$ cat src/rtl/usm_pkg.sv
// Purpose: shared constants for the synchronous serial transceiver
// Assumes: APB slave with byte addresses on 32-bit aligned words
// Notes: bit positions follow the control register layouts
package usm_pkg;
  // ---------------------------------------------------------------
  // register byte offsets
  // ---------------------------------------------------------------
  localparam logic [7:0] OFF_BAUD_CTL = 8'h00;
  localparam logic [7:0] OFF_RX_STAT = 8'h04;
  localparam logic [7:0] OFF_DIV_LO = 8'h08;
  localparam logic [7:0] OFF_DIV_HI = 8'h0c;
  localparam logic [7:0] OFF_TX_HOLD = 8'h10;
  localparam logic [7:0] OFF_TX_STAT = 8'h14;
  localparam logic [7:0] OFF_RX_DATA = 8'h18;
  localparam logic [7:0] OFF_IRQ_CTL = 8'h1c;
  // ---------------------------------------------------------------
  // field positions
  // ---------------------------------------------------------------
  localparam int BC_POLARITY = 4;
  localparam int BC_WIDE_DIV = 3;
  localparam int RS_PORT_EN = 7;
  localparam int RS_RX_NINE = 6;
  localparam int RS_SINGLE = 5;
  localparam int RS_CONT = 4;
  localparam int RS_OVERRUN = 1;
  localparam int RS_RX_NINTH_BIT = 0;
  localparam int TS_MASTER = 7;
  localparam int TS_TX_NINE = 6;
  localparam int TS_TX_EN = 5;
  localparam int TS_SYNC = 4;
  localparam int TS_HIGH_SPD = 2;
  localparam int TS_SHIFT_IDLE = 1;
  localparam int TS_TX_NINTH_BIT = 0;
  localparam int IC_GLOBAL = 7;
  localparam int IC_PERIPH = 6;
  localparam int IC_RX_EN = 5;
  localparam int IC_TX_EN = 4;
  localparam int IC_RX_READY = 1;
  localparam int IC_TX_EMPTY = 0;
  // ---------------------------------------------------------------
  // reset values and counts
  // ---------------------------------------------------------------
  localparam logic [7:0] RST_BYTE = 8'h00;
  localparam logic [3:0] BITS_EIGHT = 4'h8;
  localparam logic [3:0] BITS_NINE = 4'h9;
  localparam logic [1:0] FIFO_DEPTH = 2'h2;
endpackage

$ cat src/rtl/usm_sync_serial.sv
// Purpose: synchronous half-duplex serial transceiver, master or slave
// Assumes: APB access; zero wait states; pins sampled on clk
// Notes: clearing port enable resets the shift logic, fifo and flags
//
// Chosen here: the register addresses and register access over APB.
`timescale 1ns/1ps
module usm_sync_serial
  import usm_pkg::*;
#(
  parameter int ADDR_W = 8
)
(
  // clock and reset
  input wire logic clk,
  input wire logic rst,
  // apb slave
  input wire logic psel,
  input wire logic penable,
  input wire logic pwrite,
  input wire logic [ADDR_W-1:0] paddr,
  input wire logic [31:0] pwdata,
  output logic [31:0] prdata,
  output logic pready,
  output logic pslverr,
  // data line
  input wire logic data_line_i,
  output logic data_line_o,
  output logic data_line_oe,
  // clock line
  input wire logic clock_line_i,
  output logic clock_line_o,
  output logic clock_line_oe,
  // core wake and vector requests
  output logic wake_req,
  output logic vector_req
);
  // ---------------------------------------------------------------
  // software registers
  // ---------------------------------------------------------------
  logic polarity_r, wide_div_r;
  logic port_enable_r, rx_nine_bit_sel_r, single_receive_en_r, continuous_receive_en_r;
  logic clock_source_master_r, tx_nine_bit_sel_r, transmit_en_r, sync_mode_r;
  logic baud_high_speed_r, tx_ninth_bit_r;
  logic [7:0] div_lo_r, div_hi_r;
  logic global_irq_en_r, periph_irq_en_r, rx_irq_en_r, tx_irq_en_r;
  logic [31:0] prdata_r;
  logic pslverr_r;
  // ---------------------------------------------------------------
  // unit state
  // ---------------------------------------------------------------
  logic [8:0] hold_r, shift_tx_r, shift_rx_r;
  logic hold_full_r, tx_busy_r;
  logic [3:0] tcnt_r, rcnt_r;
  logic [8:0] fifo_r [0:1];
  logic head_r;
  logic [1:0] cnt_r;
  logic overrun_r, overrun_cont_r;
  logic act_r;
  logic [15:0] tmr_r;
  logic data_r, cont_prev_r;
  logic ck_s1_r, ck_s2_r, ck_s3_r, dt_s1_r, dt_s2_r;
  // ---------------------------------------------------------------
  // bus decode
  // ---------------------------------------------------------------
  wire [7:0] addr8 = paddr[7:0];
  wire hit_bc = addr8 == OFF_BAUD_CTL;
  wire hit_rs = addr8 == OFF_RX_STAT;
  wire hit_lo = addr8 == OFF_DIV_LO;
  wire hit_hi = addr8 == OFF_DIV_HI;
  wire hit_th = addr8 == OFF_TX_HOLD;
  wire hit_ts = addr8 == OFF_TX_STAT;
  wire hit_rd = addr8 == OFF_RX_DATA;
  wire hit_ic = addr8 == OFF_IRQ_CTL;
  wire mapped = hit_bc | hit_rs | hit_lo | hit_hi | hit_th | hit_ts | hit_rd | hit_ic;
  wire setup = psel & ~penable;
  wire acc = psel & penable;
  wire wr = acc & pwrite & mapped;
  wire [7:0] wd = pwdata[7:0];
  wire pop = acc & ~pwrite & hit_rd & (cnt_r != 2'h0);
  // ---------------------------------------------------------------
  // mode decode
  // ---------------------------------------------------------------
  wire u_rst = rst | ~port_enable_r;
  wire sync_on = port_enable_r & sync_mode_r;
  wire master = sync_on & clock_source_master_r;
  wire slave = sync_on & ~clock_source_master_r;
  wire rx_en = master ? (single_receive_en_r | continuous_receive_en_r)
                      : (slave & continuous_receive_en_r);
  wire tx_mode = sync_on & ~single_receive_en_r & ~continuous_receive_en_r
                 & transmit_en_r;
  wire [3:0] tbits = tx_nine_bit_sel_r ? BITS_NINE : BITS_EIGHT;
  wire [3:0] rbits = rx_nine_bit_sel_r ? BITS_NINE : BITS_EIGHT;
  wire [15:0] div = wide_div_r ? {div_hi_r, div_lo_r} : {8'h00, div_lo_r};
  // ---------------------------------------------------------------
  // shift clock events
  // ---------------------------------------------------------------
  wire master_run = master & ((tx_mode & tx_busy_r) | (rx_en & ~overrun_r));
  wire half = tmr_r == div;
  wire s_act = ck_s2_r ^ polarity_r;
  wire s_prev = ck_s3_r ^ polarity_r;
  wire lead_ev = master ? (master_run & half & ~act_r) : (slave & s_act & ~s_prev);
  wire trail_ev = master ? (master_run & half & act_r) : (slave & ~s_act & s_prev);
  wire cont_fall = cont_prev_r & ~continuous_receive_en_r;
  // ---------------------------------------------------------------
  // receive path
  // ---------------------------------------------------------------
  wire rx_step = trail_ev & rx_en & ~overrun_r;
  wire [8:0] rsr_nxt = {dt_s2_r, shift_rx_r[8:1]};
  wire [8:0] rx_char = rx_nine_bit_sel_r ? rsr_nxt : {1'b0, rsr_nxt[8:1]};
  wire rx_done = rx_step & (rcnt_r == rbits - 4'h1);
  wire fifo_full = (cnt_r == FIFO_DEPTH) & ~pop;
  wire push = rx_done & ~fifo_full;
  wire ovr_set = rx_done & fifo_full;
  // a push beside a pop on a full fifo takes the slot being freed
  wire tail = head_r ^ cnt_r[0];
  wire [8:0] head_char = fifo_r[head_r];
  wire rx_ready_flag = cnt_r != 2'h0;
  wire ovr_clr = (pop & ~overrun_cont_r) | (cont_fall & overrun_cont_r);
  // ---------------------------------------------------------------
  // transmit path
  // ---------------------------------------------------------------
  wire load_tsr = tx_mode & hold_full_r & ~tx_busy_r;
  wire tx_last = trail_ev & tx_busy_r & (tcnt_r == tbits - 4'h1);
  wire tx_empty_flag = ~hold_full_r;
  wire hold_wr = wr & hit_th;
  // ---------------------------------------------------------------
  // read mux
  // ---------------------------------------------------------------
  wire [7:0] rd_bc = {3'h0, polarity_r, wide_div_r, 3'h0};
  wire [7:0] rd_rs = {port_enable_r, rx_nine_bit_sel_r, single_receive_en_r,
                      continuous_receive_en_r, 2'h0, overrun_r, head_char[8]};
  wire [7:0] rd_ts = {clock_source_master_r, tx_nine_bit_sel_r, transmit_en_r,
                      sync_mode_r, 1'b0, baud_high_speed_r, ~tx_busy_r, tx_ninth_bit_r};
  wire [7:0] rd_ic = {global_irq_en_r, periph_irq_en_r, rx_irq_en_r, tx_irq_en_r,
                      2'h0, rx_ready_flag, tx_empty_flag};
  wire [7:0] rd_byte = hit_bc ? rd_bc :
                       hit_rs ? rd_rs :
                       hit_lo ? div_lo_r :
                       hit_hi ? div_hi_r :
                       hit_ts ? rd_ts :
                       hit_rd ? head_char[7:0] :
                       hit_ic ? rd_ic : 8'h00;
  // ---------------------------------------------------------------
  // outputs
  // ---------------------------------------------------------------
  wire irq_pend = periph_irq_en_r & ((tx_irq_en_r & tx_empty_flag & transmit_en_r)
                  | (rx_irq_en_r & rx_ready_flag));
  assign wake_req = irq_pend;
  assign vector_req = irq_pend & global_irq_en_r;
  assign prdata = prdata_r;
  assign pready = 1'b1;
  assign pslverr = pslverr_r;
  assign data_line_o = data_r;
  assign data_line_oe = tx_mode;
  assign clock_line_o = act_r ^ polarity_r;
  assign clock_line_oe = master & (transmit_en_r | rx_en);
  // ---------------------------------------------------------------
  // pin synchronisers
  // ---------------------------------------------------------------
  always_ff @(posedge clk)
  begin
    if (rst)
    begin
      ck_s1_r <= 1'b0;
      ck_s2_r <= 1'b0;
      ck_s3_r <= 1'b0;
      dt_s1_r <= 1'b0;
      dt_s2_r <= 1'b0;
    end
    else
    begin
      ck_s1_r <= clock_line_i;
      ck_s2_r <= ck_s1_r;
      ck_s3_r <= ck_s2_r;
      dt_s1_r <= data_line_i;
      dt_s2_r <= dt_s1_r;
    end
  end
  // ---------------------------------------------------------------
  // apb response
  // ---------------------------------------------------------------
  always_ff @(posedge clk)
  begin
    if (rst)
    begin
      prdata_r <= 32'h0;
      pslverr_r <= 1'b0;
    end
    else if (setup)
    begin
      prdata_r <= {24'h0, rd_byte};
      pslverr_r <= ~mapped;
    end
  end
  // ---------------------------------------------------------------
  // control registers
  // ---------------------------------------------------------------
  always_ff @(posedge clk)
  begin
    if (rst)
    begin
      {polarity_r, wide_div_r} <= 2'h0;
      {port_enable_r, rx_nine_bit_sel_r, continuous_receive_en_r} <= 3'h0;
      {clock_source_master_r, tx_nine_bit_sel_r, transmit_en_r, sync_mode_r} <= 4'h0;
      {baud_high_speed_r, tx_ninth_bit_r} <= 2'h0;
      div_lo_r <= RST_BYTE;
      div_hi_r <= RST_BYTE;
      {global_irq_en_r, periph_irq_en_r, rx_irq_en_r, tx_irq_en_r} <= 4'h0;
    end
    else if (wr)
    begin
      if (hit_bc)
      begin
        polarity_r <= wd[BC_POLARITY];
        wide_div_r <= wd[BC_WIDE_DIV];
      end
      if (hit_rs)
      begin
        port_enable_r <= wd[RS_PORT_EN];
        rx_nine_bit_sel_r <= wd[RS_RX_NINE];
        continuous_receive_en_r <= wd[RS_CONT];
      end
      if (hit_lo)
        div_lo_r <= wd;
      if (hit_hi)
        div_hi_r <= wd;
      if (hit_ts)
      begin
        clock_source_master_r <= wd[TS_MASTER];
        tx_nine_bit_sel_r <= wd[TS_TX_NINE];
        transmit_en_r <= wd[TS_TX_EN];
        sync_mode_r <= wd[TS_SYNC];
        baud_high_speed_r <= wd[TS_HIGH_SPD];
        tx_ninth_bit_r <= wd[TS_TX_NINTH_BIT];
      end
      if (hit_ic)
      begin
        global_irq_en_r <= wd[IC_GLOBAL];
        periph_irq_en_r <= wd[IC_PERIPH];
        rx_irq_en_r <= wd[IC_RX_EN];
        tx_irq_en_r <= wd[IC_TX_EN];
      end
    end
  end
  // single receive clears itself after one master character
  always_ff @(posedge clk)
  begin
    if (rst)
      single_receive_en_r <= 1'b0;
    else if (wr & hit_rs)
      single_receive_en_r <= wd[RS_SINGLE];
    else if (rx_done & master)
      single_receive_en_r <= 1'b0;
  end
  // ---------------------------------------------------------------
  // master shift clock generator
  // ---------------------------------------------------------------
  always_ff @(posedge clk)
  begin
    if (u_rst | ~master_run)
    begin
      act_r <= 1'b0;
      tmr_r <= 16'h0;
    end
    else if (half)
    begin
      act_r <= ~act_r;
      tmr_r <= 16'h0;
    end
    else
      tmr_r <= tmr_r + 16'h1;
  end
  // ---------------------------------------------------------------
  // transmitter
  // ---------------------------------------------------------------
  always_ff @(posedge clk)
  begin
    if (u_rst)
    begin
      hold_r <= 9'h0;
      hold_full_r <= 1'b0;
    end
    else if (hold_wr)
    begin
      hold_r <= {tx_ninth_bit_r, wd};
      hold_full_r <= 1'b1;
    end
    else if (load_tsr)
      hold_full_r <= 1'b0;
  end
  always_ff @(posedge clk)
  begin
    if (u_rst | ~tx_mode)
    begin
      tx_busy_r <= 1'b0;
      tcnt_r <= 4'h0;
      shift_tx_r <= 9'h0;
    end
    else if (load_tsr)
    begin
      tx_busy_r <= 1'b1;
      tcnt_r <= 4'h0;
      shift_tx_r <= hold_r;
    end
    else if (tx_last)
      tx_busy_r <= 1'b0;
    else if (trail_ev & tx_busy_r)
      tcnt_r <= tcnt_r + 4'h1;
  end
  // data changes on the leading edge, holds to the next one
  always_ff @(posedge clk)
  begin
    if (u_rst)
      data_r <= 1'b0;
    else if (lead_ev & tx_busy_r)
      data_r <= shift_tx_r[tcnt_r];
  end
  // ---------------------------------------------------------------
  // receiver shifter
  // ---------------------------------------------------------------
  always_ff @(posedge clk)
  begin
    if (u_rst)
      cont_prev_r <= 1'b0;
    else
      cont_prev_r <= continuous_receive_en_r;
  end
  always_ff @(posedge clk)
  begin
    if (u_rst | ~rx_en | cont_fall | rx_done)
      rcnt_r <= 4'h0;
    else if (rx_step)
      rcnt_r <= rcnt_r + 4'h1;
  end
  always_ff @(posedge clk)
  begin
    if (u_rst)
      shift_rx_r <= 9'h0;
    else if (rx_step)
      shift_rx_r <= rsr_nxt;
  end
  // ---------------------------------------------------------------
  // receive fifo and overrun
  // ---------------------------------------------------------------
  always_ff @(posedge clk)
  begin
    if (u_rst)
    begin
      fifo_r[0] <= 9'h0;
      fifo_r[1] <= 9'h0;
    end
    else if (push)
      fifo_r[tail] <= rx_char;
  end
  always_ff @(posedge clk)
  begin
    if (u_rst)
    begin
      head_r <= 1'b0;
      cnt_r <= 2'h0;
    end
    else
    begin
      if (pop)
        head_r <= ~head_r;
      if (push & ~pop)
        cnt_r <= cnt_r + 2'h1;
      else if (pop & ~push)
        cnt_r <= cnt_r - 2'h1;
    end
  end
  always_ff @(posedge clk)
  begin
    if (u_rst)
    begin
      overrun_r <= 1'b0;
      overrun_cont_r <= 1'b0;
    end
    else if (ovr_set & ~overrun_r)
    begin
      overrun_r <= 1'b1;
      overrun_cont_r <= continuous_receive_en_r;
    end
    else if (ovr_clr)
      overrun_r <= 1'b0;
  end
endmodule

$ cat config.mk
export PLATFORM = sky130hd
export DESIGN_NAME = usm_sync_serial
export DESIGN_NICKNAME = d
export VERILOG_FILES = /design/src/rtl/usm_pkg.sv /design/src/rtl/usm_sync_serial.sv
export SDC_FILE = /design/constraint.sdc
export NUM_CORES = 1
export LEC_CHECK = 0
export BUFFER_PORTS_ARGS = -buffer_cell sky130_fd_sc_hd__buf_4
export CORE_MARGIN = 3
export CORE_UTILIZATION = 60
export CTS_CLUSTER_SIZE = 10
export DETAILED_ROUTE_END_ITERATION = 8
export GPL_ROUTABILITY_DRIVEN = 0
export GPL_TIMING_DRIVEN = 0
export HOLD_SLACK_MARGIN = 0.1
export PLACE_DENSITY_LB_ADDON = 0.2
export REMOVE_ABC_BUFFERS = 1
export SLEW_MARGIN = 20
export SYNTH_ARGS = -nofsm -noshare
export SYNTH_HDL_FRONTEND = slang
export SYNTH_SLANG_ARGS = --single-unit
$ cat constraint.sdc
create_clock -name clk -period 5.8 [get_ports clk]
set_input_delay 1.16 -clock clk [delete_from_list [all_inputs] [get_ports clk]]
set_output_delay 1.16 -clock clk [all_outputs]
set_load 0.02 [all_outputs]
==> results of run 1 <==
cell families (layout without fill, tap and decap cells):
kind of cell / count (synthesis) / after routing / synth area share
mux: 67 / 67 / 0.109
buf+inv: 79 / 77 / 0.0626
fa+ha+maj: 4 / 4 / 0.00775
flops: 125 / 125 / 0.416
other cells: 2 / 25 / 0.00116
simple gates: 289 / 289 / 0.223
xor+xnor: 31 / 31 / 0.0421
compound gates: 128 / 128 / 0.139
where the power goes:
group          internal (mW)  switching, mW  total [mW]
registers              0.880        0.00211       0.882
clock network          0.671          0.366        1.04
logic                 0.0205         0.0493      0.0698
metal layers:
layer	up-vias	share of wire	GRT usage
met5	-	0	0
met4	0	0.027	0.134
met3	41	0.084	0.0634
met2	267	0.47	0.463
met1	2622	0.42	0.360
li1	2590	-	-
worst paths after layout:
kind | from | to | slack (ps) | cells after the start
worst min-delay path | dt_s1_r | dt_s2_r | 440 | 1
worst max register to register | wide_div_r | cnt_r[1] | 1180 | 9
worst max-delay path | wide_div_r | cnt_r[1] | 1180 | 9
worst min register to register | dt_s1_r | dt_s2_r | 440 | 1
metrics by stage:
step	cells	hold WS, ps	instance area (um^2)
floorplan	676	414	6160
global placement	849	425	6610
detailed placement	852	424	6650
CTS	882	437	7240
global route	882	465	7240
finish	882	436	7240
cells in the mapped netlist (15+ instances only):
cell type and count:
sky130_fd_sc_hd__a21oi_1 37, sky130_fd_sc_hd__and2_1 18, sky130_fd_sc_hd__buf_4 25, sky130_fd_sc_hd__clkbuf_1 39
sky130_fd_sc_hd__dfxtp_1 107, sky130_fd_sc_hd__edfxtp_1 18, sky130_fd_sc_hd__mux2i_1 61, sky130_fd_sc_hd__nand2_1 43
sky130_fd_sc_hd__nand3_1 37, sky130_fd_sc_hd__nor2_1 100, sky130_fd_sc_hd__nor3_1 18, sky130_fd_sc_hd__o21ai_0 19
sky130_fd_sc_hd__xnor2_1 16, sky130_fd_sc_hd__xor2_1 15
registers in the layout, summed over array words and instances (netlist names), 2 cells and up, named ones only:
signal and flops:
cnt_r 2, div_lo_r 8, prdata 8, shift_tx_r 9, tcnt_r 4, tmr_r 16, fifo_r 18, rcnt_r 4
div_hi_r 8, hold_r 9, shift_rx_r 8
final cells by class:
cell class / instances / area, um^2
multi-input combinational: 544 / 3470
tap: 136 / 170
clock inverter: 4 / 46.3
fill: 794 / 3180
clock buffer: 26 / 541
sequential: 125 / 2680
inverter: 7 / 26.3
timing repair buffer: 40 / 298
critical path, stage by stage, from the launching register on:
cell	delay, ps
sky130_fd_sc_hd__dfxtp_1	630
sky130_fd_sc_hd__nor4bb_1	340
sky130_fd_sc_hd__a22oi_1	130
sky130_fd_sc_hd__a211oi_1	910
sky130_fd_sc_hd__nand4_1	890
sky130_fd_sc_hd__a21oi_1	660
sky130_fd_sc_hd__and2_1	200
sky130_fd_sc_hd__ha_1	260
sky130_fd_sc_hd__or3_1	360
sky130_fd_sc_hd__a21oi_1	150
==> results summary, run 1 <==
The run finished with clean final reports. The setup clock skew after layout is 4.73 ps. During synthesis, Yosys emitted a total of 0 warnings. The tool flagged a number of max-cap violations equal to 0. For this configuration, the core starts out at a cell density of 0.620. Detailed placement finished with a half-perimeter wire length of 11.3 mm. The total CTS buffers came out at 17. The area enclosed by the die boundary came out at between 0.01 and 0.015 mm^2. After synthesis, the cell types taking the most area are sky130_fd_sc_hd__dfxtp_1 33%, sky130_fd_sc_hd__mux2i_1 9.5%, sky130_fd_sc_hd__edfxtp_1 8.4%. The number of antenna violations at the first check in global routing came to 0.

In the routed layout, each cell is associated on average with a via count of 6.26. The clock-pin transition on the worst setup and hold timing paths is around 60 ps. After the last flow step, the layout net total stands at between 700 and 800. The maximum clock frequency is 217 MHz. The tightest min-delay check is of the reg -> reg type.

The number of slew-limit violations in the final report is 0. The x dimension of the die came out at 110 um. The post-cts gate resize count is 0.

Averaged over all synthesized cells, the footprint is roughly 8.9 um^2. TritonCTS built the clock tree. The total power divided by cell area came out at between 200 and 300 mW/mm^2. The ratio of cells with drive above 1 in the final layout came out at 0.113. The count of vias placed by the detailed router came out at about 5500. The minimum setup slack in the final design came out at 1180 ps. The unique cell type count in the Yosys netlist came out at 65. The clock insertion delay at the later pin of the skew report is 530 ps.

The residual antenna-violating net count after detailed routing is 0. The commonest non-fill, non-tap cell in the layout is sky130_fd_sc_hd__dfxtp_1. The vertical die dimension came out at 110 um.

The analysis attributes to cell leakage a power of 2.55 nW. The largest fanout on the critical path is 15. The synthesized instance count came out at 725. The wire length per cell after detailed routing is 18.4 um.

The worst setup path is of the reg -> reg kind. The cell row count is 37. The post-CTS setup repair buffer count came out at 0. In this run, synthesis inferred 18 flip-flops with an integrated enable. The most instantiated flip-flop cell in the synthesis netlist is sky130_fd_sc_hd__dfxtp_1.

The library cell occupying the most area in the post-synthesis netlist is sky130_fd_sc_hd__dfxtp_1. The number of buffers on the longest clock path came out at 2. The power after layout came out at around 2.0 mW.

The share of the Yosys chip area taken by registers is 0.416. Setup violations remaining at the end of the flow were counted as 0. The total area inside the core boundary comes to 0.0104 mm^2. Across every metal layer, demand over resource in global routing totals 0.285.

STA classifies the critical path endpoint as a flop. The synthesis-stage register bit count came out at 125. The mapped cell area came out at between 0.006 and 0.007 mm^2. The number of DRC markers after the initial detailed-route iteration came out at a little under 600. The fraction of the core area covered by cells at the end of the flow is 0.695. The top cell types in the final layout, fill and taps aside, are 107 x sky130_fd_sc_hd__dfxtp_1, 100 x sky130_fd_sc_hd__nor2_1, 61 x sky130_fd_sc_hd__mux2i_1. The H-tree generated during clock tree synthesis spans 4 levels. The endpoint required time on the critical path came out at 6250 ps. The fraction of registers with async set/reset is 0. The launching element type of the critical path is a flop.

The total I/O pin count came out at 87. The first-pass GRT wire length came out at 26.0 mm. Headroom to the max-slew limit came out at 0.246. The final clock period utilization by the worst path is 0.796. The total clock sinks is 125. The placement-stage worst setup slack came out at 1390 ps. The portion of synthesized cell area occupied by the leading cell type came out at 0.332. The first-pass detailed-route iteration total is 5.

Setup repair after global routing left no endpoint under its margin. The via count of the first global-routing pass is 5116. Buffers placed on the I/O ports in this run total 37. After clock tree synthesis, the flow added hold-fix buffers numbering 0. At the worst endpoint, the arrival time is slightly above 5000 ps. Summed over all layers, the routed wires come to 16.2 mm. The accumulated negative setup slack is 0 ps. The hold violation count in the final report is 0. The worst vdd rail ir drop is slightly above 0.2 mV. Global routing finished with a remaining overflow of 0. The signed area change from the synthesized netlist to the final layout is 12.1%. The largest net degree at the start of global routing is 51. The number of DRC violations after detailed routing came out at 0. The total inserted antenna cells is 0.

The final critical-path required period came out at 4620 ps. The cell sitting at the root of the clock tree is a sky130_fd_sc_hd__clkbuf_8. The slew at the pin closest to its max-slew limit is 1120 ps.
Power figures use the tool's default switching activity.
==> run 2, diff against run 1 <==
--- a/config.mk
+++ b/config.mk
@@ -7,7 +7,7 @@
 export LEC_CHECK = 0
 export BUFFER_PORTS_ARGS = -buffer_cell sky130_fd_sc_hd__buf_4
 export CORE_MARGIN = 3
-export CORE_UTILIZATION = 60
+export CORE_UTILIZATION = 52
 export CTS_CLUSTER_SIZE = 10
 export DETAILED_ROUTE_END_ITERATION = 8
 export GPL_ROUTABILITY_DRIVEN = 0
==> constraint.sdc (replaced) <==
create_clock -name clk -period 3.8 [get_ports clk]
set_input_delay 0.76 -clock clk [delete_from_list [all_inputs] [get_ports clk]]
set_output_delay 0.76 -clock clk [all_outputs]
set_load 0.02 [all_outputs]
==> results summary, run 2 (synthesized netlist as in run 1, its figures left out) <==
The power after layout came out at 3.03 mW (+52%). The clock-pin transition on the worst setup and hold timing paths is 50 ps (about the same). The x dimension of the die came out at 117 um (+7.0%). The ratio of cells with drive above 1 in the final layout came out at 0.117 (+0.00442). The endpoint required time on the critical path is 3860 ps (-2390 ps).

The clock insertion delay at the later pin of the skew report is 420 ps (-110 ps). The signed area change from the synthesized netlist to the final layout is 13.1%. In this run the top signal layer used is met4.

The library cell used most frequently in the layout, excluding fill and tap cells, is sky130_fd_sc_hd__dfxtp_1. The count of vias placed by the detailed router came to 5451 (-1.3%). The largest registers in the layout are fifo_r x18, tmr_r x16. The vertical die dimension is 117 um (+7.0%). Leaving out fill and tap cells, the most frequent cells in the layout are 107 x sky130_fd_sc_hd__dfxtp_1, 100 x sky130_fd_sc_hd__nor2_1, 61 x sky130_fd_sc_hd__mux2i_1.

The launching element type of the critical path is a primary input. The number of antenna violations at the first check in global routing is 0 (unchanged). The design area came out at 0.00730 mm^2 (+0.88%). The wire length per cell after detailed routing is 18.0 um (-2.4%). The global-route congestion overflow total came out at 0 (unchanged). The largest incremental delay on the critical path came out at 800 ps (-110 ps). The setup clock skew after layout came out at 9.94 ps (+5.21 ps). The total I/O pin count was 87 (unchanged). The critical path is of the in -> reg type. The effective utilization at floorplan is 0.535 (-0.0846). The overall routing resource usage is 0.240 (-0.0449).

The total clock sinks came out at 125 (unchanged). The number of slew-limit violations in the final report came out at 0 (unchanged). The slew at the pin closest to its max-slew limit is 1020 ps (-99.4 ps). The relative max-transition margin is 0.315 (+0.0693). The largest net degree at the start of global routing came out at 51 (unchanged). The hold buffer count at CTS came out at 0 (unchanged).

The number of DRC violations after detailed routing came to 1 (+1). The final clock period utilization by the worst path came out at 0.920. The number of port buffers is 37 (unchanged). Static timing analysis puts the maximum clock frequency at 286 MHz. The path class of the tightest hold or removal check is reg -> reg. The via count of the first global-routing pass is 5078 (-0.74%). The total cell area at the placement stage came out at 0.00670 mm^2 (+0.68%). STA classifies the critical path endpoint as a flop.

The wire length on met1 came out at 7.51 mm (+10%). The core area came out at 0.0121 mm^2 (+16%). The number of H-tree levels is 4 (unchanged). The largest individual stage delay along the critical path comes from the cell sky130_fd_sc_hd__or4b_1.

The total of max-cap violations is 0 (unchanged). The total power divided by cell area is 414 mW/mm^2 (+51%). The area enclosed by the die boundary is 0.0138 mm^2 (+15%). The routed wire length is 16.5 mm (+1.8%). The cell sitting at the root of the clock tree is a sky130_fd_sc_hd__clkbuf_16.

The final critical-path required period came out at 3500 ps. The final reports fail on DRC. The accumulated negative setup slack came to 0 ps (unchanged). The number of nets in the layout came out at 791 (+0.64%). The arrival time at the worst endpoint is 3550 ps (-1520 ps). The hold slack came out at 441 ps (+5.85 ps). The total CTS buffers is 17 (unchanged). The number of buffers on the longest clock path is 2 (unchanged). The total inserted antenna cells came to 0 (unchanged).

Setup repair after global routing left no endpoint under its margin. The first-pass GRT wire length came out at 26.6 mm (+2.6%). TritonCTS built the clock tree. The first-pass detailed-route iteration total is 7 (+2). The number of flip-flops under the largest register name was 18 (unchanged). The worst vdd rail ir drop is 0.300 mV (+44%). The via density per instance was 5.93 (-5.3%). The sum of met2 wire segment lengths after detailed routing is 7.42 mm (-2.8%). The static power due to leakage came out at 2.56 nW (+0.12%). The flow ran to the end, but the final reports show violations.

The final-report setup violation count is 0 (unchanged). The hold violation count in the final report is 0 (unchanged). The residual antenna-violating net count after detailed routing is 0 (unchanged). The largest fanout on the critical path was 16 (+1). The register containing the most flip-flops in the final layout is fifo_r. The critical path goes through buf_4 > or4b_1 > or4_4 > a21oi_4 > mux2i_2 > a211oi_4 > nand2b_1.

The met3 layer wire length in the routed design is 1.24 mm (-9.5%). The cell row count is 40 (+8.1%). The number of DRC markers after the initial detailed-route iteration came to 645 (+9.7%). The post-DP HPWL is 11.5 mm (+1.4%).
[run 2: worst max-delay path, delay by kind of cell]
kind	cells	cell delay, ps
AO/OA/AOI/OAI	2	610
multiplexers	1	110
buffers and inverters	1	120
AND/OR/NAND/NOR	3	1950
[run 2: cell type report]
type	count	area, um^2
Fill cell	1037	4760
Clock buffer	25	485
Timing Repair Buffer	45	333
Tap cell	168	210
Inverter	7	26.3
Clock inverter	6	85.1
Sequential cell	125	2680
Multi-Input combinational cell	544	3480
[run 2: final timing paths]
kind	cells after the start	from	slack (ps)	end
setup reg to reg	9	port_enable_r	330	cnt_r[1]
hold / removal	1	ck_s1_r	440	ck_s2_r
hold reg to reg	1	ck_s1_r	440	ck_s2_r
setup / recovery	7	paddr[7]	300	fifo_r[0][3]
[run 2: timing repair]
action                                  4_1_cts  5_1_grt
buffers inserted                              4        0
gates resized for setup                       0        1
pin swaps                                     1        0
endpoints found under the setup margin       23       19
gates cloned                                  0        0
[run 2: report_power, final]
group	internal [mW]	switching [mW]	total (mW)
clock network	1.01	0.563	1.57
logic	0.0312	0.0745	0.106
registers	1.34	0.00337	1.35
total	2.39	0.641	3.03
[run 2: routing by layer]
metal | up-vias | GRT usage
met5 | - | 0
met4 | 0 | 0.0887
met3 | 31 | 0.0530
met2 | 236 | 0.359
met1 | 2597 | 0.341
li1 | 2587 | -
[run 2: through the flow]
step	setup WS [ps]	cells	util
floorplan	211	676	-
global placement	-964	881	0.552
detailed placement	-638	885	0.555
CTS	144	920	0.605
global route	90.2	920	0.605
finish	305	920	0.605
==> run 3, diff against run 2 <==
--- a/config.mk
+++ b/config.mk
@@ -7,7 +7,7 @@
 export LEC_CHECK = 0
 export BUFFER_PORTS_ARGS = -buffer_cell sky130_fd_sc_hd__buf_4
 export CORE_MARGIN = 3
-export CORE_UTILIZATION = 52
+export CORE_UTILIZATION = 58
 export CTS_CLUSTER_SIZE = 10
 export DETAILED_ROUTE_END_ITERATION = 8
 export GPL_ROUTABILITY_DRIVEN = 0
@@ -15,7 +15,6 @@
 export HOLD_SLACK_MARGIN = 0.1
 export PLACE_DENSITY_LB_ADDON = 0.2
 export REMOVE_ABC_BUFFERS = 1
-export SLEW_MARGIN = 20
 export SYNTH_ARGS = -nofsm -noshare
 export SYNTH_HDL_FRONTEND = slang
 export SYNTH_SLANG_ARGS = --single-unit
==> constraint.sdc (replaced) <==
create_clock -name clk -period 3.55 [get_ports clk]
set_input_delay 0.71 -clock clk [delete_from_list [all_inputs] [get_ports clk]]
set_output_delay 0.71 -clock clk [all_outputs]
set_load 0.02 [all_outputs]
==> results summary, run 3 (synthesized netlist as in run 1, its figures left out) <==
The total CTS buffers is 17 (unchanged). The accumulated negative setup slack is 0 ps (unchanged). The critical path start-end classification is in -> reg. The minimum setup slack in the final design came out at 193 ps (-112 ps). The placement-stage worst setup slack is -874 ps (-236 ps). The routed wire length is 16.7 mm (+0.78%).

STA classifies the critical path startpoint as a primary input. The overall routing resource usage is 0.266 (+0.0261). The via count of the first global-routing pass came out at 5116 (+0.75%).

The setup clock skew after layout came out at 8.75 ps (-1.20 ps). The x dimension of the die is 112 um (-5.0%). The arrival time at the worst endpoint was 3520 ps (-30 ps). The power after layout came to 3.33 mW (+9.9%). The hold violation count in the final report is 0 (unchanged). The total inserted antenna cells is 0 (unchanged). The number of DRC markers after the initial detailed-route iteration came out at 618 (-4.2%).

The total cell area at the placement stage was 0.00665 mm^2 (-0.73%). The number of fill cells is 804 (-22%). The total clock sinks was 125 (unchanged). Leaving out fill and tap cells, the most frequent cell in the layout is sky130_fd_sc_hd__dfxtp_1. More flip-flops sit in one register than any other, and that register is fifo_r. In this run the worst hold path is classified as in -> reg.

The tree is rooted in a sky130_fd_sc_hd__clkbuf_8. The library cells used most frequently in the layout, excluding fill and tap cells, are 107 x sky130_fd_sc_hd__dfxtp_1, 100 x sky130_fd_sc_hd__nor2_1, 61 x sky130_fd_sc_hd__mux2i_1. The worst register-to-register path ends at cnt_r[1]. The number of slew-limit violations in the final report came to 0 (unchanged). The kind of capture point of the worst setup path is a flop. The number of nets in the layout is 786 (-0.63%). The count of vias placed by the detailed router is 5520 (+1.3%). The design area came out at 0.00729 mm^2 (-0.12%).

The number of H-tree levels was 4 (unchanged). The via density per instance is 6.24 (+5.4%). The core area is 0.0106 mm^2 (-12%). The area enclosed by the die boundary came out at 0.0124 mm^2 (-9.8%). Relative to the synthesized area, the layout overhead comes to 13.0%.

The final-report setup violation count is 0 (unchanged). The effective utilization at floorplan came out at 0.612 (+0.0764). The final clock period utilization by the worst path came out at 0.946. The largest net degree at the start of global routing came out at 51 (unchanged). The largest fanout on the critical path is 16 (unchanged).

The flow ran to the end, and the final reports show no timing, DRC or antenna violations. The first-pass GRT wire length came out at 26.5 mm (-0.52%). The total I/O pin count is 87 (unchanged). The relative max-transition margin is 0.115 (-0.201). The total power divided by cell area came out at 456 mW/mm^2 (+10%).

The ratio of cells with drive above 1 in the final layout is 0.118 (+0.000626). The worst hold path stage count was 2 (+1). The number of flip-flops under the largest register name is 18 (unchanged). The post-DP HPWL came out at 11.2 mm (-2.2%).

The fraction of the core area covered by cells at the end of the flow is 0.691 (+0.0856). The worst vdd rail ir drop is 0.521 mV (+74%). The beginning of the worst register-to-register path is port_enable_r. The static power due to leakage was 2.56 nW (+0.22%). The worst reg-to-reg path cell count came out at 8 (-1).

The wire length per cell after detailed routing came to 18.9 um (+4.9%). The residual antenna-violating net count after detailed routing is 0 (unchanged). The slew at the pin closest to its max-slew limit came out at 1330 ps (+303 ps). The endpoint required time on the critical path came to 3710 ps (-150 ps). The cell row count came out at 37 (-7.5%). The first-pass detailed-route iteration total is 7 (unchanged).

The hold buffer count at CTS is 0 (unchanged). The terminating pin of the worst hold path is ck_s1_r. The maximum clock frequency is 298 MHz. Setup repair after global routing left no endpoint under its margin.

The vertical die dimension came out at 112 um (-5.0%). The clock-pin transition on the worst setup and hold timing paths is 50 ps (about the same). TritonCTS built the clock tree. The number of port buffers came out at 37 (unchanged). The number of buffers on the longest clock path is 2 (unchanged). The number of DRC violations after detailed routing is 0 (-1). The total of max-cap violations is 0 (unchanged).

The global-route congestion overflow total came to 0 (unchanged). The clock insertion delay at the later pin of the skew report is 520 ps (+100 ps). The worst setup slack for register-to-register paths is 200 ps (-130 ps).

The largest registers in the layout are fifo_r x18, tmr_r x16. The worst path needs between 3000 and 4000 ps of the cycle, external delays included. The startpoint identified for the worst hold timing path is clock_line_i. The number of antenna violations at the first check in global routing came out at 0 (unchanged).
run 3: final cells by class:
class                           instances  area (um^2)  area share
Tap cell                              136          170      0.0233
Multi-Input combinational cell        544         3500       0.480
Timing Repair Buffer                   40          304      0.0417
Clock buffer                           22          474      0.0650
Sequential cell                       125         2680       0.368
Clock inverter                         10          135      0.0185
Inverter                                7         26.3     0.00360
run 3: worst max-delay path by stage:
| stage | to | slack [ps] | startpoint | cells past startpoint |
|---|---|---|---|---|
| CTS | cnt_r[1] | 70 | port_enable_r | 8 |
| floorplan | cnt_r[1] | -40 | port_enable_r | 8 |
| global route | cnt_r[1] | 20 | port_enable_r | 8 |
| detailed placement | cnt_r[1] | -870 | wide_div_r | 9 |
| finish | fifo_r[1][3] | 190 | paddr[7] | 7 |
| global placement | cnt_r[1] | -1130 | port_enable_r | 8 |
run 3: worst max-delay path, cell delays in order:
cell and delay [ps]:
sky130_fd_sc_hd__buf_4 120, sky130_fd_sc_hd__or4b_1 800, sky130_fd_sc_hd__or4_4 690, sky130_fd_sc_hd__a21oi_4 200, sky130_fd_sc_hd__mux2i_2 110, sky130_fd_sc_hd__a211oi_4 430, sky130_fd_sc_hd__nand2b_1 450
run 3: stage by stage:
step | std cells | hold WS [ps]
finish | 884 | 398
global route | 884 | 381
CTS | 884 | 384
detailed placement | 851 | 426
global placement | 849 | 426
floorplan | 676 | 414
run 3: power by group:
part | internal [mW] | switching [mW]
Clock | 1.15 | 0.625
Sequential | 1.44 | 0.00355
Combinational | 0.0334 | 0.0810
Total | 2.62 | 0.710
run 3: layer usage:
metal  up-vias  track usage  part of all wire
met5         -            0                 0
met4         0       0.0876             0.024
met3        36       0.0734             0.080
met2       288        0.419              0.46
met1      2617        0.356              0.43
li1       2579            -                 -
run 3: repair_timing:
| action | in CTS | in global routing |
|---|---|---|
| buffers inserted | 1 | 0 |
| endpoints found under the setup margin | 42 | 19 |
| resized for setup | 2 | 3 |
| pin swaps | 1 | 0 |
